===== config.mk =====
export PLATFORM = sky130hd
export DESIGN_NAME = interrupt_control_unit
export DESIGN_NICKNAME = d
export VERILOG_FILES = /design/src/icu_pkg.sv /design/src/interrupt_control_unit.sv
export SDC_FILE = /design/constraint.sdc
export NUM_CORES = 1
export LEC_CHECK = 0
export BUFFER_PORTS_ARGS = -buffer_cell sky130_fd_sc_hd__buf_2
export CORE_ASPECT_RATIO = 0.5
export CORE_MARGIN = 3
export CORE_UTILIZATION = 58
export DETAILED_ROUTE_END_ITERATION = 6
export PLACE_DENSITY = 0.85
export SLEW_MARGIN = 5
export SYNTH_ARGS = -nofsm -noshare
export SYNTH_HDL_FRONTEND = slang
export SYNTH_SLANG_ARGS = --single-unit

===== constraint.sdc =====
create_clock -name clock -period 4.9 [get_ports clock]
set_input_delay 0.49 -clock clock [delete_from_list [all_inputs] [get_ports clock]]
set_output_delay 0.49 -clock clock [all_outputs]
set_load 0.1 [all_outputs]

===== src/icu_pkg.sv =====
package icu_pkg;
	localparam int unsigned CLOCK_HZ = 20_000_000;
	localparam int unsigned QUARTERS_PER_CYCLE = 4;

	localparam logic [7:0] ADDR_INTERRUPT_CONTROL = 8'h00;
	localparam logic [7:0] ADDR_EN_GROUP0 = 8'h04;
	localparam logic [7:0] ADDR_EN_GROUP1 = 8'h08;
	localparam logic [7:0] ADDR_EN_GROUP2 = 8'h0C;
	localparam logic [7:0] ADDR_FLAG_GROUP0 = 8'h10;
	localparam logic [7:0] ADDR_FLAG_GROUP1 = 8'h14;
	localparam logic [7:0] ADDR_FLAG_GROUP2 = 8'h18;
	localparam logic [7:0] ADDR_PIN_SELECT = 8'h1C;
	localparam logic [7:0] ADDR_SH_WORK = 8'h20;
	localparam logic [7:0] ADDR_SH_STATUS = 8'h24;
	localparam logic [7:0] ADDR_SH_BANK = 8'h28;
	localparam logic [7:0] ADDR_SH_FSEL0 = 8'h2C;
	localparam logic [7:0] ADDR_SH_FSEL1 = 8'h30;
	localparam logic [7:0] ADDR_SH_PCHIGH = 8'h34;

	localparam int GLOBAL_BIT = 7;
	localparam int PERIPH_BIT = 6;
	localparam int EDGE_BIT = 0;
	localparam int EXT_BIT = 0;
	localparam int PINCHG_BIT = 4;
	localparam int TIMER0_BIT = 5;
	localparam int OSCFAIL_BIT = 7;
	localparam int CLKSW_BIT = 6;
	localparam int CONVTH_BIT = 1;
	localparam int CONVDONE_BIT = 0;
	localparam int ZEROX_BIT = 6;
	localparam int CMPB_BIT = 1;
	localparam int CMPA_BIT = 0;

	localparam logic [7:0] EN0_MASK = 8'h31;
	localparam logic [7:0] EN1_MASK = 8'hC3;
	localparam logic [7:0] EN2_MASK = 8'h43;
	localparam logic EDGE_RESET = 1'b1;
	localparam logic [7:0] STATUS_SAVE_MASK = 8'hE7;
	localparam logic [15:0] VECTOR_ADDR = 16'h0004;
	localparam logic [4:0] SHADOW_BANK = 5'h1F;
	localparam logic [1:0] PH_Q1 = 2'h0;
	localparam logic [1:0] PH_Q4 = 2'h3;
	localparam int PIN_SEL_W = 5;

	typedef enum logic [1:0] {SEQ_IDLE, SEQ_AFTER_WAKE, SEQ_FLUSH, SEQ_PUSH} seq_e;

	typedef struct packed {
		logic [7:0] work;
		logic [7:0] status;
		logic [7:0] bank;
		logic [15:0] fsel0;
		logic [15:0] fsel1;
		logic [7:0] pc_high;
	} ctx_s;

	typedef struct packed {
		logic timer0;
		logic pin_change;
		logic osc_fail;
		logic clock_switch;
		logic conv_threshold;
		logic conv_done;
		logic zero_cross;
		logic comp_b;
		logic comp_a;
	} periph_event_s;

	typedef struct packed {
		logic global_irq_enable;
		logic periph_group_enable;
		logic ext_edge_select;
		logic [7:0] en0;
		logic [7:0] en1;
		logic [7:0] en2;
		logic [7:0] flag0;
		logic [7:0] flag1;
		logic [7:0] flag2;
		logic [PIN_SEL_W-1:0] pin_sel;
		logic [7:0] snap0;
		logic [7:0] snap1;
		logic [7:0] snap2;
		logic snap_periph;
		ctx_s shadow;
		ctx_s ctx_out;
		seq_e seq;
		logic [1:0] qph;
		logic sync1;
		logic sync2;
		logic pin_prev;
		logic edge_pend;
		logic irq_pend;
		logic sleep_prev;
		logic wake;
		logic flush;
		logic push;
		logic vector_go;
		logic [15:0] vaddr;
		logic restore;
		logic waitreq;
		logic [31:0] rdata;
	} state_s;
endpackage : icu_pkg


===== src/interrupt_control_unit.sv =====
// The Avalon-MM slave port and the address map were chosen for this implementation.
`timescale 1ns/1ps

// How it works
// Synchronous event reaches vector in 3-4 cycles
// Asynchronous event reaches vector in 3-5 cycles
// Latency independent of instruction length
// External flag sampled once per cycle, Q1
// External flag may set Q4 through Q1
// Wake needs enables set before sleep
// Wake vectors only with global enable set
// Instruction after sleep runs before vectoring
// External pin edge triggered, enabled group0 bit0
// Edge select bit0: 1 rising, resets 1
// Valid edge sets flag; vector needs enables
// Entry saves context to shadows, except status bits 4 and 3
// Return restores shadows over service routine changes
// Shadow registers in bank 31, read/write
// Global enable bit7 gates all, resets 0
// Group-0 sources ignore peripheral group enable
// Flags set regardless of enables
// Group0 enables at bits 5,4,0
// Group1 enables at bits 7,6,1,0
// Group2 enables at bits 6,1,0
// Pin select register chooses external pin
// Entry: flush, clear enable and save, push, vector
// Return restores context and sets global enable
// Reset leaves all interrupts disabled
// Request is OR of gated flag-enable pairs
module interrupt_control_unit #(
	parameter int unsigned PIN_COUNT = 32
) (
	input wire logic clock,
	input wire logic clock_en,
	input wire logic rst_n,
	input wire logic [7:0] avs_address,
	input wire logic avs_read,
	input wire logic avs_write,
	input wire logic [31:0] avs_writedata,
	output logic [31:0] avs_readdata,
	output logic avs_waitrequest,
	input wire logic [PIN_COUNT-1:0] gpio_pins,
	input wire icu_pkg::periph_event_s periph_events,
	input wire logic sleep_mode,
	input wire logic return_from_interrupt,
	input wire icu_pkg::ctx_s core_ctx,
	output logic [1:0] q_phase,
	output logic irq_request,
	output logic flush_prefetch,
	output logic push_pc,
	output logic vector_go,
	output logic [15:0] vector_addr,
	output icu_pkg::ctx_s restore_ctx,
	output logic restore_strobe,
	output logic wake,
	output logic global_irq_enable
);

	icu_pkg::state_s s_q;
	icu_pkg::state_s s_d;

	function automatic logic [31:0] read_reg(input icu_pkg::state_s s, input logic [7:0] a);
		logic [31:0] r;
		r = '0;
		case (a)
			icu_pkg::ADDR_INTERRUPT_CONTROL: begin
				r[icu_pkg::GLOBAL_BIT] = s.global_irq_enable;
				r[icu_pkg::PERIPH_BIT] = s.periph_group_enable;
				r[icu_pkg::EDGE_BIT] = s.ext_edge_select;
			end
			icu_pkg::ADDR_EN_GROUP0: r[7:0] = s.en0;
			icu_pkg::ADDR_EN_GROUP1: r[7:0] = s.en1;
			icu_pkg::ADDR_EN_GROUP2: r[7:0] = s.en2;
			icu_pkg::ADDR_FLAG_GROUP0: r[7:0] = s.flag0;
			icu_pkg::ADDR_FLAG_GROUP1: r[7:0] = s.flag1;
			icu_pkg::ADDR_FLAG_GROUP2: r[7:0] = s.flag2;
			icu_pkg::ADDR_PIN_SELECT: r[icu_pkg::PIN_SEL_W-1:0] = s.pin_sel;
			icu_pkg::ADDR_SH_WORK: r[7:0] = s.shadow.work;
			icu_pkg::ADDR_SH_STATUS: r[7:0] = s.shadow.status;
			icu_pkg::ADDR_SH_BANK: r[7:0] = s.shadow.bank;
			icu_pkg::ADDR_SH_FSEL0: r[15:0] = s.shadow.fsel0;
			icu_pkg::ADDR_SH_FSEL1: r[15:0] = s.shadow.fsel1;
			icu_pkg::ADDR_SH_PCHIGH: r[7:0] = s.shadow.pc_high;
			default: r = '0;
		endcase
		return r;
	endfunction : read_reg

	function automatic logic any_pending(input logic [7:0] f, input logic [7:0] e);
		return |(f & e);
	endfunction : any_pending

	logic sel_pin;
	logic rise;
	logic fall;
	logic hit;
	logic window;
	logic wr_hit;
	logic enter;
	logic req;
	logic wake_cond;
	logic [7:0] set0;
	logic [7:0] set1;
	logic [7:0] set2;
	logic [7:0] clr0;
	logic [7:0] clr1;
	logic [7:0] clr2;

	// A pin select change can glitch the mux; the synchroniser absorbs it
	always_comb begin
		sel_pin = 1'b0;
		if (32'(s_q.pin_sel) < PIN_COUNT) begin
			sel_pin = gpio_pins[s_q.pin_sel];
		end
	end

	always_comb begin
		s_d = s_q;
		s_d.flush = 1'b0;
		s_d.push = 1'b0;
		s_d.vector_go = 1'b0;
		s_d.restore = 1'b0;
		s_d.qph = s_q.qph + 2'h1;

		// The pin is asynchronous: two flops before any edge logic
		s_d.sync1 = sel_pin;
		s_d.sync2 = s_q.sync1;
		s_d.pin_prev = s_q.sync2;
		rise = s_q.sync2 & ~s_q.pin_prev;
		fall = ~s_q.sync2 & s_q.pin_prev;
		hit = s_q.ext_edge_select ? rise : fall;

		// Edges seen in Q2/Q3 wait for the Q4-Q1 window
		window = (s_q.qph == icu_pkg::PH_Q4) || (s_q.qph == icu_pkg::PH_Q1);
		s_d.edge_pend = (s_q.edge_pend | hit) & ~window;

		set0 = '0;
		set0[icu_pkg::EXT_BIT] = window & (s_q.edge_pend | hit);
		set0[icu_pkg::TIMER0_BIT] = periph_events.timer0;
		set0[icu_pkg::PINCHG_BIT] = periph_events.pin_change;
		set1 = '0;
		set1[icu_pkg::OSCFAIL_BIT] = periph_events.osc_fail;
		set1[icu_pkg::CLKSW_BIT] = periph_events.clock_switch;
		set1[icu_pkg::CONVTH_BIT] = periph_events.conv_threshold;
		set1[icu_pkg::CONVDONE_BIT] = periph_events.conv_done;
		set2 = '0;
		set2[icu_pkg::ZEROX_BIT] = periph_events.zero_cross;
		set2[icu_pkg::CMPB_BIT] = periph_events.comp_b;
		set2[icu_pkg::CMPA_BIT] = periph_events.comp_a;

		wr_hit = avs_write & ~s_q.waitreq;
		clr0 = '0;
		clr1 = '0;
		clr2 = '0;
		if (wr_hit && avs_address == icu_pkg::ADDR_FLAG_GROUP0) begin
			clr0 = avs_writedata[7:0];
		end
		if (wr_hit && avs_address == icu_pkg::ADDR_FLAG_GROUP1) begin
			clr1 = avs_writedata[7:0];
		end
		if (wr_hit && avs_address == icu_pkg::ADDR_FLAG_GROUP2) begin
			clr2 = avs_writedata[7:0];
		end
		// Flags ignore every enable; a set in the clearing cycle wins
		s_d.flag0 = (s_q.flag0 & ~clr0) | set0;
		s_d.flag1 = (s_q.flag1 & ~clr1) | set1;
		s_d.flag2 = (s_q.flag2 & ~clr2) | set2;

		if (wr_hit) begin
			case (avs_address)
				icu_pkg::ADDR_INTERRUPT_CONTROL: begin
					s_d.global_irq_enable = avs_writedata[icu_pkg::GLOBAL_BIT];
					s_d.periph_group_enable = avs_writedata[icu_pkg::PERIPH_BIT];
					s_d.ext_edge_select = avs_writedata[icu_pkg::EDGE_BIT];
				end
				icu_pkg::ADDR_EN_GROUP0: s_d.en0 = avs_writedata[7:0] & icu_pkg::EN0_MASK;
				icu_pkg::ADDR_EN_GROUP1: s_d.en1 = avs_writedata[7:0] & icu_pkg::EN1_MASK;
				icu_pkg::ADDR_EN_GROUP2: s_d.en2 = avs_writedata[7:0] & icu_pkg::EN2_MASK;
				icu_pkg::ADDR_PIN_SELECT: s_d.pin_sel = avs_writedata[icu_pkg::PIN_SEL_W-1:0];
				icu_pkg::ADDR_SH_WORK: s_d.shadow.work = avs_writedata[7:0];
				icu_pkg::ADDR_SH_STATUS: s_d.shadow.status = avs_writedata[7:0] & icu_pkg::STATUS_SAVE_MASK;
				icu_pkg::ADDR_SH_BANK: s_d.shadow.bank = avs_writedata[7:0];
				icu_pkg::ADDR_SH_FSEL0: s_d.shadow.fsel0 = avs_writedata[15:0];
				icu_pkg::ADDR_SH_FSEL1: s_d.shadow.fsel1 = avs_writedata[15:0];
				icu_pkg::ADDR_SH_PCHIGH: s_d.shadow.pc_high = avs_writedata[7:0];
				default: ;
			endcase
		end

		// Group 0 needs only the global enable; groups 1-2 also the group enable
		req = s_q.global_irq_enable & (any_pending(s_q.flag0, s_q.en0) | (s_q.periph_group_enable
			& (any_pending(s_q.flag1, s_q.en1) | any_pending(s_q.flag2, s_q.en2))));
		s_d.irq_pend = req;

		// Enables are frozen at sleep entry; later writes cannot arm a wake
		if (sleep_mode && !s_q.sleep_prev) begin
			s_d.snap0 = s_q.en0;
			s_d.snap1 = s_q.en1;
			s_d.snap2 = s_q.en2;
			s_d.snap_periph = s_q.periph_group_enable;
		end
		s_d.sleep_prev = sleep_mode;
		wake_cond = any_pending(s_q.flag0, s_q.snap0) | (s_q.snap_periph
			& (any_pending(s_q.flag1, s_q.snap1) | any_pending(s_q.flag2, s_q.snap2)));
		s_d.wake = sleep_mode & s_q.sleep_prev & wake_cond;

		// Steps only on instruction-cycle boundaries, never on instruction length
		enter = 1'b0;
		if (s_q.qph == icu_pkg::PH_Q1) begin
			case (s_q.seq)
				icu_pkg::SEQ_IDLE: begin
					if (sleep_mode) begin
						if (s_q.wake && s_q.global_irq_enable) begin
							s_d.seq = icu_pkg::SEQ_AFTER_WAKE;
						end
					end else if (s_q.irq_pend && s_q.global_irq_enable) begin
						// The request is a cycle old; a fresh clear of the global enable must still block entry
						enter = 1'b1;
					end
				end
				icu_pkg::SEQ_AFTER_WAKE: enter = 1'b1;
				icu_pkg::SEQ_FLUSH: begin
					s_d.seq = icu_pkg::SEQ_PUSH;
					s_d.push = 1'b1;
				end
				icu_pkg::SEQ_PUSH: begin
					s_d.seq = icu_pkg::SEQ_IDLE;
					s_d.vector_go = 1'b1;
					s_d.vaddr = icu_pkg::VECTOR_ADDR;
				end
				default: s_d.seq = icu_pkg::SEQ_IDLE;
			endcase
		end

		// Hardware updates of the global enable override a same-cycle bus write
		if (enter) begin
			s_d.seq = icu_pkg::SEQ_FLUSH;
			s_d.flush = 1'b1;
			s_d.global_irq_enable = 1'b0;
			s_d.shadow = core_ctx;
			s_d.shadow.status = core_ctx.status & icu_pkg::STATUS_SAVE_MASK;
		end else if (return_from_interrupt) begin
			s_d.restore = 1'b1;
			s_d.ctx_out = s_q.shadow;
			s_d.global_irq_enable = 1'b1;
		end

		if (s_q.waitreq) begin
			if (avs_read || avs_write) begin
				s_d.waitreq = 1'b0;
				s_d.rdata = read_reg(s_q, avs_address);
			end
		end else begin
			s_d.waitreq = 1'b1;
		end
	end

	always_ff @(posedge clock or negedge rst_n) begin
		if (!rst_n) begin
			s_q <= '0;
			s_q.ext_edge_select <= icu_pkg::EDGE_RESET;
			s_q.waitreq <= 1'b1;
		end else if (clock_en) begin
			s_q <= s_d;
		end
	end

	assign avs_readdata = s_q.rdata;
	assign avs_waitrequest = s_q.waitreq;
	assign q_phase = s_q.qph;
	assign irq_request = s_q.irq_pend;
	assign flush_prefetch = s_q.flush;
	assign push_pc = s_q.push;
	assign vector_go = s_q.vector_go;
	assign vector_addr = s_q.vaddr;
	assign restore_ctx = s_q.ctx_out;
	assign restore_strobe = s_q.restore;
	assign wake = s_q.wake;
	assign global_irq_enable = s_q.global_irq_enable;
endmodule : interrupt_control_unit


==> results of run 1 <==
## layout by cell type, fill, tap and decap left out, types with 5 or more instances in the layout
master	count
a21oi_1	56
a32oi_1	5
a22oi_1	22
nor2_1	11
a22o_1	13
a211oi_1	11
a31oi_1	6
conb_1	33
clkbuf_16	21
inv_1	10
nand3_1	19
o22ai_1	5
nand2_1	112
o21ai_0	15
mux2_2	103
nor2b_1	22
nor3_1	8
a21boi_0	17
and2b_1	5
o21ai_1	53
buf_4	7
o21ai_2	16
clkbuf_1	7
and3_1	5
buf_2	221
mux2i_1	27
dfrtp_1	208
## metrics by stage
stage / hold WS, ns / util, % / worst slack (ns) / power, W
finish: 0.0421 / 67.0 / 2.11 / 0.00752
global route: 0.102 / 67.0 / 1.96 / 0.00781
CTS: 0.0853 / 67.0 / 2.10 / 0.00752
detailed placement: 0.472 / 63.5 / 2.00 / 0.00600
global placement: 0.451 / 63.5 / 2.05 / 0.00592
floorplan: 0.194 / - / 2.58 / 0.00569
## final timing paths
path,startpoint,to,slack (ns)
min,rst_n,vector_addr[2],0.04
max,global_irq_enable,restore_ctx[57],2.11
min reg2reg,avs_readdata[12],avs_readdata[12],0.48
max in group asynchronous,rst_n,restore_ctx[48],3.72
min in group clock,periph_events[2],s_q[228],0.22
max reg2reg,global_irq_enable,restore_ctx[57],2.11
## critical path, stage by stage, from the launching register on
cell	delay [ns]
dfrtp_1	0.47
and3b_1	0.24
o211a_4	0.36
nor2_4	0.82
buf_4	0.38
mux2_2	0.37
## per-layer routing
| layer | GRT usage [%] | share of wire (%) | vias to the layer above |
|---|---|---|---|
| met5 | 0 | 0.032 | - |
| met2 | 47.6 | 46 | 368 |
| met4 | 8.47 | 2.6 | 2 |
| li1 | - | - | 3675 |
| met3 | 6.02 | 7.9 | 54 |
| met1 | 40.5 | 43 | 4136 |
## logic make-up after synthesis
logic type | after synthesis | share of synthesized area (%)
xor gates and xnor gates | 1 | 0.0801
other | 1 | 0.0343
DFF | 210 | 48.1
buffers and inverters | 178 | 11.4
AOI/OAI and AO/OA | 254 | 15.8
muxes | 134 | 13.7
and+or+nand+nor | 220 | 10.8
adders and majority gates | 1 | 0.114
## flip-flops by register name, indices dropped and copies added, names as in the netlist, 2 cells and up
| signal | flops |
|---|---|
| avs_readdata | 16 |
| s_q | 119 |
| s_d | 2 |
| q_phase | 2 |
| restore_ctx | 62 |
## synth_stat cells (5+ instances only)
| cell type | n |
|---|---|
| a211oi_1 | 11 |
| a21boi_0 | 17 |
| a21oi_1 | 56 |
| a22o_1 | 13 |
| a22oi_1 | 22 |
| a31oi_1 | 6 |
| a32oi_1 | 5 |
| and2b_1 | 5 |
| and3_1 | 5 |
| buf_2 | 23 |
| buf_4 | 125 |
| buf_6 | 10 |
| clkbuf_1 | 8 |
| dfrtp_1 | 208 |
| inv_1 | 10 |
| mux2_2 | 103 |
| mux2i_1 | 27 |
| nand2_1 | 112 |
| nand3_1 | 19 |
| nor2_1 | 11 |
| nor2b_1 | 22 |
| nor3_1 | 8 |
| o21ai_0 | 15 |
| o21ai_1 | 53 |
| o21ai_2 | 16 |
| o22ai_1 | 5 |
## report_power, final
part	switching, W	total [W]	internal, W
Clock	0.000666	0.00153	0.000860
Sequential	0.000409	0.00266	0.00225
Combinational	0.00266	0.00333	0.000674
## final cells by class
class	instances	share of cell area, %
repair buffers	230	9.94
well taps	252	2.63
clock inverters	6	0.532
inverters	11	0.344
flip-flops and latches	210	43.8
clock buffers	29	4.71
multi-input cells	643	38.0
==> impl_results.rst, run 1 <==
.. list-table::
   :header-rows: 1

   * - Metric
     - Value
   * - Initial DRC count
     - a little under 800
   * - Path category of the worst min-delay check
     - input pin to asynchronous set/reset pin
   * - Pleak
     - between 5 and 6 nW
   * - Synth Register Bits
     - 210
   * - Average wire length per cell after detail routing
     - between 20 and 25 µm
   * - Die height
     - about 100 µm
   * - Startpoint-to-endpoint class of the critical path
     - register to register
   * - Power Density
     - approximately 630 nW/µm²
   * - First-pass GRT wire length
     - between 40000 and 50000 µm
   * - Clock Skews
     - ~0.012 ns
   * - Largest driver fanout on the critical path
     - 35
   * - Worst slew pin tran
     - ~1.0 ns
   * - Period utilization
     - about 57%
   * - TritonRoute pass-1 iters
     - 5
   * - Gate count after technology mapping
     - roughly 1000
   * - Via/cell ratio
     - approximately 6
   * - Reg2reg path depth
     - 5
   * - Via count of the first global-routing pass
     - between 8000 and 9000
   * - Maximum vdd drop
     - between 0.4 and 0.5 mV
   * - Number of top-level pins
     - approximately 270
   * - Resize count post-CTS
     - 0
   * - Area of combinational cells with multiple inputs
     - about 4600 µm²
   * - Type of destination of the critical path
     - register
   * - Core box area
     - around 18000 µm²
   * - Worst slew margin relative to its limit
     - between 30% and 40%
   * - Diodes inserted
     - 0
   * - Number of enable-type register cells in the synthesized netlist
     - 0
   * - Final-layout fill cell count
     - 1344
   * - Pin count of the biggest net entering global routing
     - between 100 and 150
   * - Total global-route track usage
     - between 20% and 30%
   * - Top cell type by total area after synthesis
     - dfrtp_1
   * - Post-Route WL
     - between 30000 and 40000 µm
   * - Worst Path Required
     - ~5.3 ns
   * - Buffer depth of the longest clock path
     - 3
   * - Final min period
     - roughly 2.8 ns
   * - Clock input transition at the sequential cells of the worst setup and hold paths
     - about 0.06 ns
   * - Setup TNS Final
     - 0 ns
   * - # Post-CTS Setup Buffers
     - 0
   * - Cell area after placement
     - between 10000 and 15000 µm²
   * - Fmax
     - about 360 MHz
   * - Status
     - finished, final reports clean
   * - Die Area
     - between 20000 and 25000 µm²
   * - Setup-failing EPs final
     - 0
   * - Overflow left after global routing
     - 0
   * - CTS buffer count
     - 20
   * - Detailed Place HPWL
     - between 20000 and 25000 µm
   * - Area of the mapped netlist
     - 10900 µm²
   * - Antenna violations before repair
     - 1
   * - CP Launch Type
     - register
   * - Post-synthesis average cell area
     - 10.9 µm²
   * - Post-synth top area share
     - between 40% and 50%
   * - RSZ-0062 raised after global routing
     - false
   * - Distinct cell type count of the synthesized netlist
     - 76
   * - Standard-cell rows
     - 34
   * - Residual antenna-violating net count after detailed routing
     - 0
   * - Seq. cell area
     - around 5300 µm²
   * - Placed Cells incl. Taps
     - roughly 1300
   * - CTS tree
     - done
   * - Starting density of the core
     - 61.1%
   * - Total number of nets in the final design
     - approximately 1300
   * - Non-filler cells, final
     - 1381
   * - Async set-reset flop share out of synthesis
     - 100%
   * - Last weighted congestion value of the routability-driven placer
     - 0.970
   * - MaxCap Viol Count
     - 0
   * - Arr. time, crit path
     - between 3 and 4 ns
   * - Clk sinks
     - between 200 and 250
   * - Count of hold-fix buffers inserted at cts
     - 0
   * - Largest cells by area after synthesis
     - dfrtp_1, mux2_2, buf_4
   * - Max-slew violation count
     - 0
   * - Number of port buffers
     - approximately 220
   * - Die outline width
     - roughly 200 µm
   * - Layout overhead on the synthesized area
     - 9.74%
   * - Post-synthesis sequential area ratio
     - 48.1%
   * - Count of unresolved DRC violations after routing
     - 0
   * - Later-pin clock latency in the skew report
     - 0.49 ns
   * - Deepest level of the CTS H-tree
     - 1
   * - Number of vias in the routed layout
     - between 8000 and 9000
   * - Clock root buffer
     - clkbuf_16
   * - Most common flop cell mapped by yosys
     - dfrtp_1
   * - Yosys warnings
     - 0
   * - Final Hold Vio Count
     - 0
   * - Fraction of layout cells with a size suffix above 1
     - 35.9%
   * - Layout Cell Area excl Fill
     - ~12000 µm²
Power figures use the tool's default switching activity.
==> run 2: changes to the inputs <==
--- a/config.mk
+++ b/config.mk
@@ -8,9 +8,9 @@
 export BUFFER_PORTS_ARGS = -buffer_cell sky130_fd_sc_hd__buf_2
 export CORE_ASPECT_RATIO = 0.5
 export CORE_MARGIN = 3
-export CORE_UTILIZATION = 58
+export CORE_UTILIZATION = 54
 export DETAILED_ROUTE_END_ITERATION = 6
-export PLACE_DENSITY = 0.85
+export PLACE_DENSITY = 0.8
 export SLEW_MARGIN = 5
 export SYNTH_ARGS = -nofsm -noshare
 export SYNTH_HDL_FRONTEND = slang
==> constraint.sdc (replaced) <==
create_clock -name clock -period 2.6 [get_ports clock]
set_input_delay 0.26 -clock clock [delete_from_list [all_inputs] [get_ports clock]]
set_output_delay 0.26 -clock clock [all_outputs]
set_load 0.1 [all_outputs]
==> run 2 against run 1 <==
  * Combinational power is 90% higher
  * Clock power is 100% higher
  * Largest cell class unchanged
  * Sequential power is 88% higher
==> impl_results.rst, run 2 (synthesis results as in run 1) <==
.. list-table::
   :header-rows: 1

   * - Metric
     - Value
   * - Max-slew violation count
     - 0
   * - Overflow left after global routing
     - 0
   * - Worst slew margin relative to its limit
     - a little over a third
   * - Arr. time, crit path
     - ~2.6 ns
   * - Buffer depth of the longest clock path
     - 3
   * - Commonest non-fill, non-tap cells in the layout
     - buf_2, dfrtp_1, nand2_1
   * - Register ranked first by flip-flop count
     - s_q
   * - Count of hold-fix buffers inserted at cts
     - 6
   * - Last weighted congestion value of the routability-driven placer
     - 0.990
   * - Starting density of the core
     - 55.6%
   * - Resize count post-CTS
     - 0
   * - Final min period
     - between 2 and 2.5 ns
   * - Later-pin clock latency in the skew report
     - roughly 0.50 ns
   * - Leading cell type in the layout, fill and taps excluded
     - buf_2
   * - Number of top-level pins
     - ~270
   * - Seq. cell area
     - approximately 5300 µm²
   * - Status
     - finished, final reports clean
   * - Startpoint-to-endpoint class of the critical path
     - register to register
   * - Antenna violations before repair
     - 2
   * - TritonRoute pass-1 iters
     - 5
   * - Layout overhead on the synthesized area
     - 13.4%
   * - Clock input transition at the sequential cells of the worst setup and hold paths
     - about 0.07 ns
   * - Fraction of layout cells with a size suffix above 1
     - ~38%
   * - Maximum vdd drop
     - ~0.78 mV
   * - CTS buffer count
     - 20
   * - Number of port buffers
     - about 220
   * - Worst slew pin tran
     - slightly below 1 ns
   * - Pleak
     - between 6 and 7 nW
   * - Standard-cell rows
     - 36
   * - Cell area after placement
     - roughly 12000 µm²
   * - Total global-route track usage
     - 28.2%
   * - Setup-failing EPs final
     - 0
   * - Worst hold slack after final layout
     - around 0.0067 ns
   * - Final-layout fill cell count
     - roughly 1500
   * - Post-Route WL
     - roughly 32000 µm
   * - Non-filler cells, final
     - 1430
   * - Clk sinks
     - 210
   * - Final Hold Vio Count
     - 0
   * - Worst Path Required
     - about 3 ns
   * - Flip-flop count of the largest register after layout
     - ~120
   * - Die Area
     - between 20000 and 25000 µm²
   * - Period utilization
     - between 80% and 90%
   * - Count of unresolved DRC violations after routing
     - 0
   * - # Post-CTS Setup Buffers
     - 0
   * - Initial DRC count
     - 888
   * - Largest driver fanout on the critical path
     - 31
   * - Core box area
     - 19700 µm²
   * - Number of vias in the routed layout
     - roughly 8300
   * - Detailed Place HPWL
     - around 24000 µm
   * - Placed Cells incl. Taps
     - roughly 1400
   * - Total number of nets in the final design
     - around 1300
   * - Deepest level of the CTS H-tree
     - 1
   * - Clock Skews
     - 0.00930 ns
   * - First-pass GRT wire length
     - between 40000 and 50000 µm
   * - Path category of the worst min-delay check
     - input pin to register
   * - Via count of the first global-routing pass
     - roughly 8300
   * - Type of destination of the critical path
     - register
   * - Area of combinational cells with multiple inputs
     - approximately 4600 µm²
   * - RSZ-0062 raised after global routing
     - false
   * - Die outline width
     - just over 200 µm
   * - Via/cell ratio
     - 5.82
   * - Layout Cell Area excl Fill
     - about 12000 µm²
   * - Setup TNS Final
     - 0 ns
   * - MaxCap Viol Count
     - 0
   * - Residual antenna-violating net count after detailed routing
     - 0
   * - Diodes inserted
     - 0
   * - Clock root buffer
     - clkbuf_16
   * - Fmax
     - about 440 MHz
   * - Power Density
     - between 1000 and 1500 nW/µm²
   * - Pin count of the biggest net entering global routing
     - slightly below 80
   * - Die height
     - approximately 110 µm
   * - CP Launch Type
     - register
   * - CTS tree
     - done
   * - Average wire length per cell after detail routing
     - between 20 and 25 µm
run 2: cell count changes in the layout (fill, tap and decap cells not counted), sizes merged:
cell,delta
clkinvlp,-2
buf,+30
bufinv,+1
dlygate4sd3,+6
run 2: through the flow:
stage	utilization (%)	total power (W)	setup slack, ns
5_1_grt	63.0	0.0150	0.206
4_1_cts	63.0	0.0144	0.334
2_1_floorplan	-	0.0107	0.279
6_report	63.0	0.0144	0.336
3_5_place_dp	59.2	0.0114	0.360
3_3_place_gp	59.2	0.0112	0.400
run 2: report_power, final:
group          internal (W)  switching [W]  total, W
clock               0.00182        0.00126   0.00308
sequential          0.00424       0.000757   0.00499
combinational       0.00132        0.00501   0.00633
run 2: final timing paths:
check	startpoint	endpoint	slack [ns]	cells past startpoint
max	q_phase[0]	s_q[177]	0.34	7
min	avs_writedata[2]	s_q[240]	0.007	2
max reg2reg	q_phase[0]	s_q[177]	0.34	7
min reg2reg	vector_addr[2]	vector_addr[2]	0.46	1
max in group asynchronous	rst_n	avs_waitrequest	1.44	3
min in group asynchronous	rst_n	restore_ctx[40]	0.37	2
run 2: per-layer routing:
metal	up-vias	wire (µm)	global-route usage [%]
met2	349	14600	44.8
met1	4165	13900	40.8
met5	-	32	0
met4	4	619	6.48
li1	3761	-	-
met3	49	2360	5.00
run 2: critical path: stages, from the launching register on:
cell,delay [ns]
dfrtp_1,0.40
inv_1,0.07
ha_1,0.22
o211a_4,0.36
buf_4,0.40
and2b_1,0.37
a21oi_1,0.24
o21ai_2,0.07
run 2: layout make-up:
cell class                      instances  share of cell area, %
Sequential cell                       210                   42.4
Clock inverter                          5                  0.656
Clock buffer                           29                   4.88
Inverter                               11                  0.333
Timing Repair Buffer                  266                   12.2
Multi-Input combinational cell        643                   36.8
Tap cell                              266                   2.68
==> run 3: changes to the inputs <==
--- a/config.mk
+++ b/config.mk
@@ -10,7 +10,8 @@
 export CORE_MARGIN = 3
 export CORE_UTILIZATION = 54
 export DETAILED_ROUTE_END_ITERATION = 6
-export PLACE_DENSITY = 0.8
+export HOLD_SLACK_MARGIN = 0.08
+export PLACE_DENSITY_LB_ADDON = 0.25
 export SLEW_MARGIN = 5
 export SYNTH_ARGS = -nofsm -noshare
 export SYNTH_HDL_FRONTEND = slang
==> run 3 against run 2 <==
  * The flow now finishes with violations (DRC)
  * First-iteration DRC count decreased by 6.9%
  * Wire length is 3.0% higher
  * Total power shrank 0.48%
  * Hold slack improved by 0.072 ns
  * Sequential power hardly changed
  * Final area is 5.1% higher
  * Combinational power up 2%
  * Clock power is 7.5% lower
  * Clock-buffer cell count unchanged
  * Cell count grew 4.7%
  * Sequential share of layout area decreased by 2.0 points
  * Register-to-register slack got worse by 0.16 ns
  * Highest routed layer is now met4
==> impl_results.rst, run 3 (synthesis results as in run 1) <==
.. list-table::
   :header-rows: 1

   * - Metric
     - Value
   * - Clock root buffer
     - clkbuf_16
   * - Overall Power
     - between 0.01 and 0.015 W
   * - Resize count post-CTS
     - 0
   * - Buffer depth of the longest clock path
     - 3
   * - Arr. time, crit path
     - ~2.8 ns
   * - Critical-path cell list
     - inv_1, ha_1, o211a_4, buf_12, mux2i_1, dlygate4sd3_1, o21ai_1
   * - Worst slew pin tran
     - between 0.8 and 0.9 ns
   * - Initial DRC count
     - 827
   * - Flip-flop count of the largest register after layout
     - between 100 and 150
   * - Number of vias in the routed layout
     - approximately 8700
   * - Final min period
     - ~2.4 ns
   * - Total stage count of the critical path
     - 7
   * - Average wire length per cell after detail routing
     - 21.7 µm
   * - Commonest non-fill, non-tap cells in the layout
     - buf_2, dfrtp_1, nand2_1
   * - Later-pin clock latency in the skew report
     - 0.49 ns
   * - Diodes inserted
     - 0
   * - CP Launch Type
     - register
   * - Power Density
     - around 1100 nW/µm²
   * - CTS buffer count
     - 20
   * - Failing checks
     - DRC
   * - Worst slew margin relative to its limit
     - between 40% and 50%
   * - Startpoint-to-endpoint class of the critical path
     - register to register
   * - Count of hold-fix buffers inserted at cts
     - 78
   * - Residual antenna-violating net count after detailed routing
     - 0
   * - RSZ-0062 raised after global routing
     - false
   * - Die height
     - roughly 110 µm
   * - Setup-failing EPs final
     - 0
   * - Final-layout fill cell count
     - 1562
   * - Number of port buffers
     - between 200 and 250
   * - Antenna violations before repair
     - 0
   * - FF-to-FF Start
     - q_phase[0]
   * - Count of unresolved DRC violations after routing
     - 1
   * - Worst Path Buf+Inv
     - 3
   * - Path category of the worst min-delay check
     - input pin to register
   * - Worst Path Required
     - approximately 3.0 ns
   * - Number of top-level pins
     - 274
   * - Clk sinks
     - between 200 and 250
   * - TritonRoute pass-1 iters
     - 7
   * - Status
     - finished, violations left
   * - Portion of total power attributed to combinational logic
     - 45.2%
   * - Total number of nets in the final design
     - 1372
   * - CTS tree
     - done
   * - Overflow left after global routing
     - 0
   * - Relative contribution of sequential cells to total power
     - a little over a third
   * - Clock Skews
     - ~0.0091 ns
   * - Die outline width
     - between 200 and 250 µm
   * - Clock network power share
     - about a fifth
   * - Type of destination of the critical path
     - register
   * - # Post-CTS Setup Buffers
     - 0
   * - Layout overhead on the synthesized area
     - 19.1%
   * - First-pass GRT wire length
     - 50500 µm
   * - Number of cells on the worst hold path
     - 3
   * - Period utilization
     - between 90% and 100%
   * - Via/cell ratio
     - 5.80
   * - Post-Route WL
     - about 33000 µm
   * - Switching power
     - ~0.0071 W
   * - Deepest level of the CTS H-tree
     - 1
   * - Critical path origin
     - q_phase[0]
   * - Core box area
     - slightly below 20000 µm²
   * - Register ranked first by flip-flop count
     - s_q
   * - Critical hold path startpoint
     - avs_writedata[8]
   * - Reg2reg path depth
     - 7
   * - Clock input transition at the sequential cells of the worst setup and hold paths
     - ~0.070 ns
   * - Final Hold Vio Count
     - 0
   * - Fraction of layout cells with a size suffix above 1
     - between 30% and 40%
   * - Standard-cell rows
     - 36
   * - Leading cell type in the layout, fill and taps excluded
     - buf_2
   * - P_int
     - a little over 0.007 W
   * - Delay-heaviest family, CP
     - buffers and inverters
   * - Fmax
     - about 410 MHz
   * - Starting density of the core
     - 55.6%
   * - Max-slew violation count
     - 0
   * - Largest driver fanout on the critical path
     - 29
   * - Die Area
     - approximately 22000 µm²
   * - Detailed Place HPWL
     - approximately 23000 µm
   * - Peak per-stage delay on the critical path
     - 0.58 ns
   * - Setup TNS Final
     - 0 ns
   * - Critical-path top delay cell
     - dlygate4sd3_1
   * - Pleak
     - between 6 and 7 nW
   * - MaxCap Viol Count
     - 0
   * - Total global-route track usage
     - between 20% and 30%
   * - Pin count of the biggest net entering global routing
     - 76
   * - Proportion of total power due to net switching
     - roughly half
   * - Via count of the first global-routing pass
     - 8649
   * - Last weighted congestion value of the routability-driven placer
     - between 0.9 and 1
   * - Maximum vdd drop
     - between 0.7 and 0.8 mV
[run 3: worst paths after layout]
check	slack (ns)	end
max reg2reg	0.17	s_q[146]
min	0.08	s_q[160]
min in group asynchronous	0.37	s_q[151]
max	0.17	s_q[146]
max in group asynchronous	1.37	s_d[58]
min reg2reg	0.48	vector_addr[2]
[run 3: metal layers]
metal  track usage [%]  wire [µm]  vias to the layer above
met1              41.8      14100                     4297
met4              7.31        750                        0
li1                  -          -                     3897
met3              5.47       2730                       58
met5                 0          0                        -
met2              46.5      14900                      430
[run 3: tightest hold or removal path, cell delays in order]
cell     delay [ns]
buf_2          0.09
mux2i_1        0.08
o21ai_2        0.11
[run 3: power groups by stage]
stage / Combinational, W / Clock [W] / Sequential [W]
3_3_place_gp: 0.00626 / 0 / 0.00498
2_1_floorplan: 0.00584 / 0 / 0.00488
6_report: 0.00648 / 0.00285 / 0.00501
4_1_cts: 0.00647 / 0.00287 / 0.00498
5_1_grt: 0.00673 / 0.00303 / 0.00511
3_5_place_dp: 0.00635 / 0 / 0.00503
[run 3: per-stage QoR]
| stage | util (%) | setup slack, ns | hold WS [ns] | cell area [µm²] | cells |
|---|---|---|---|---|---|
| 2_1_floorplan | - | 0.279 | -0.0356 | 11100 | 1031 |
| 6_report | 66.2 | 0.173 | 0.0789 | 13000 | 1497 |
| 3_5_place_dp | 59.0 | 0.367 | 0.342 | 11600 | 1385 |
| 4_1_cts | 66.2 | 0.226 | 0.0822 | 13000 | 1497 |
| 5_1_grt | 66.2 | 0.0870 | 0.0855 | 13000 | 1497 |
| 3_3_place_gp | 59.0 | 0.450 | 0.331 | 11600 | 1385 |
[run 3: area by class of cell]
class / count / area (µm²) / share of cell area [%]
Sequential cell: 210 / 5260 / 40.4
Clock inverter: 5 / 25.0 / 0.192
Inverter: 11 / 41.3 / 0.317
Clock buffer: 29 / 606 / 4.65
Tap cell: 266 / 333 / 2.56
Multi-Input combinational cell: 643 / 4560 / 35.0
Timing Repair Buffer: 333 / 2200 / 16.9
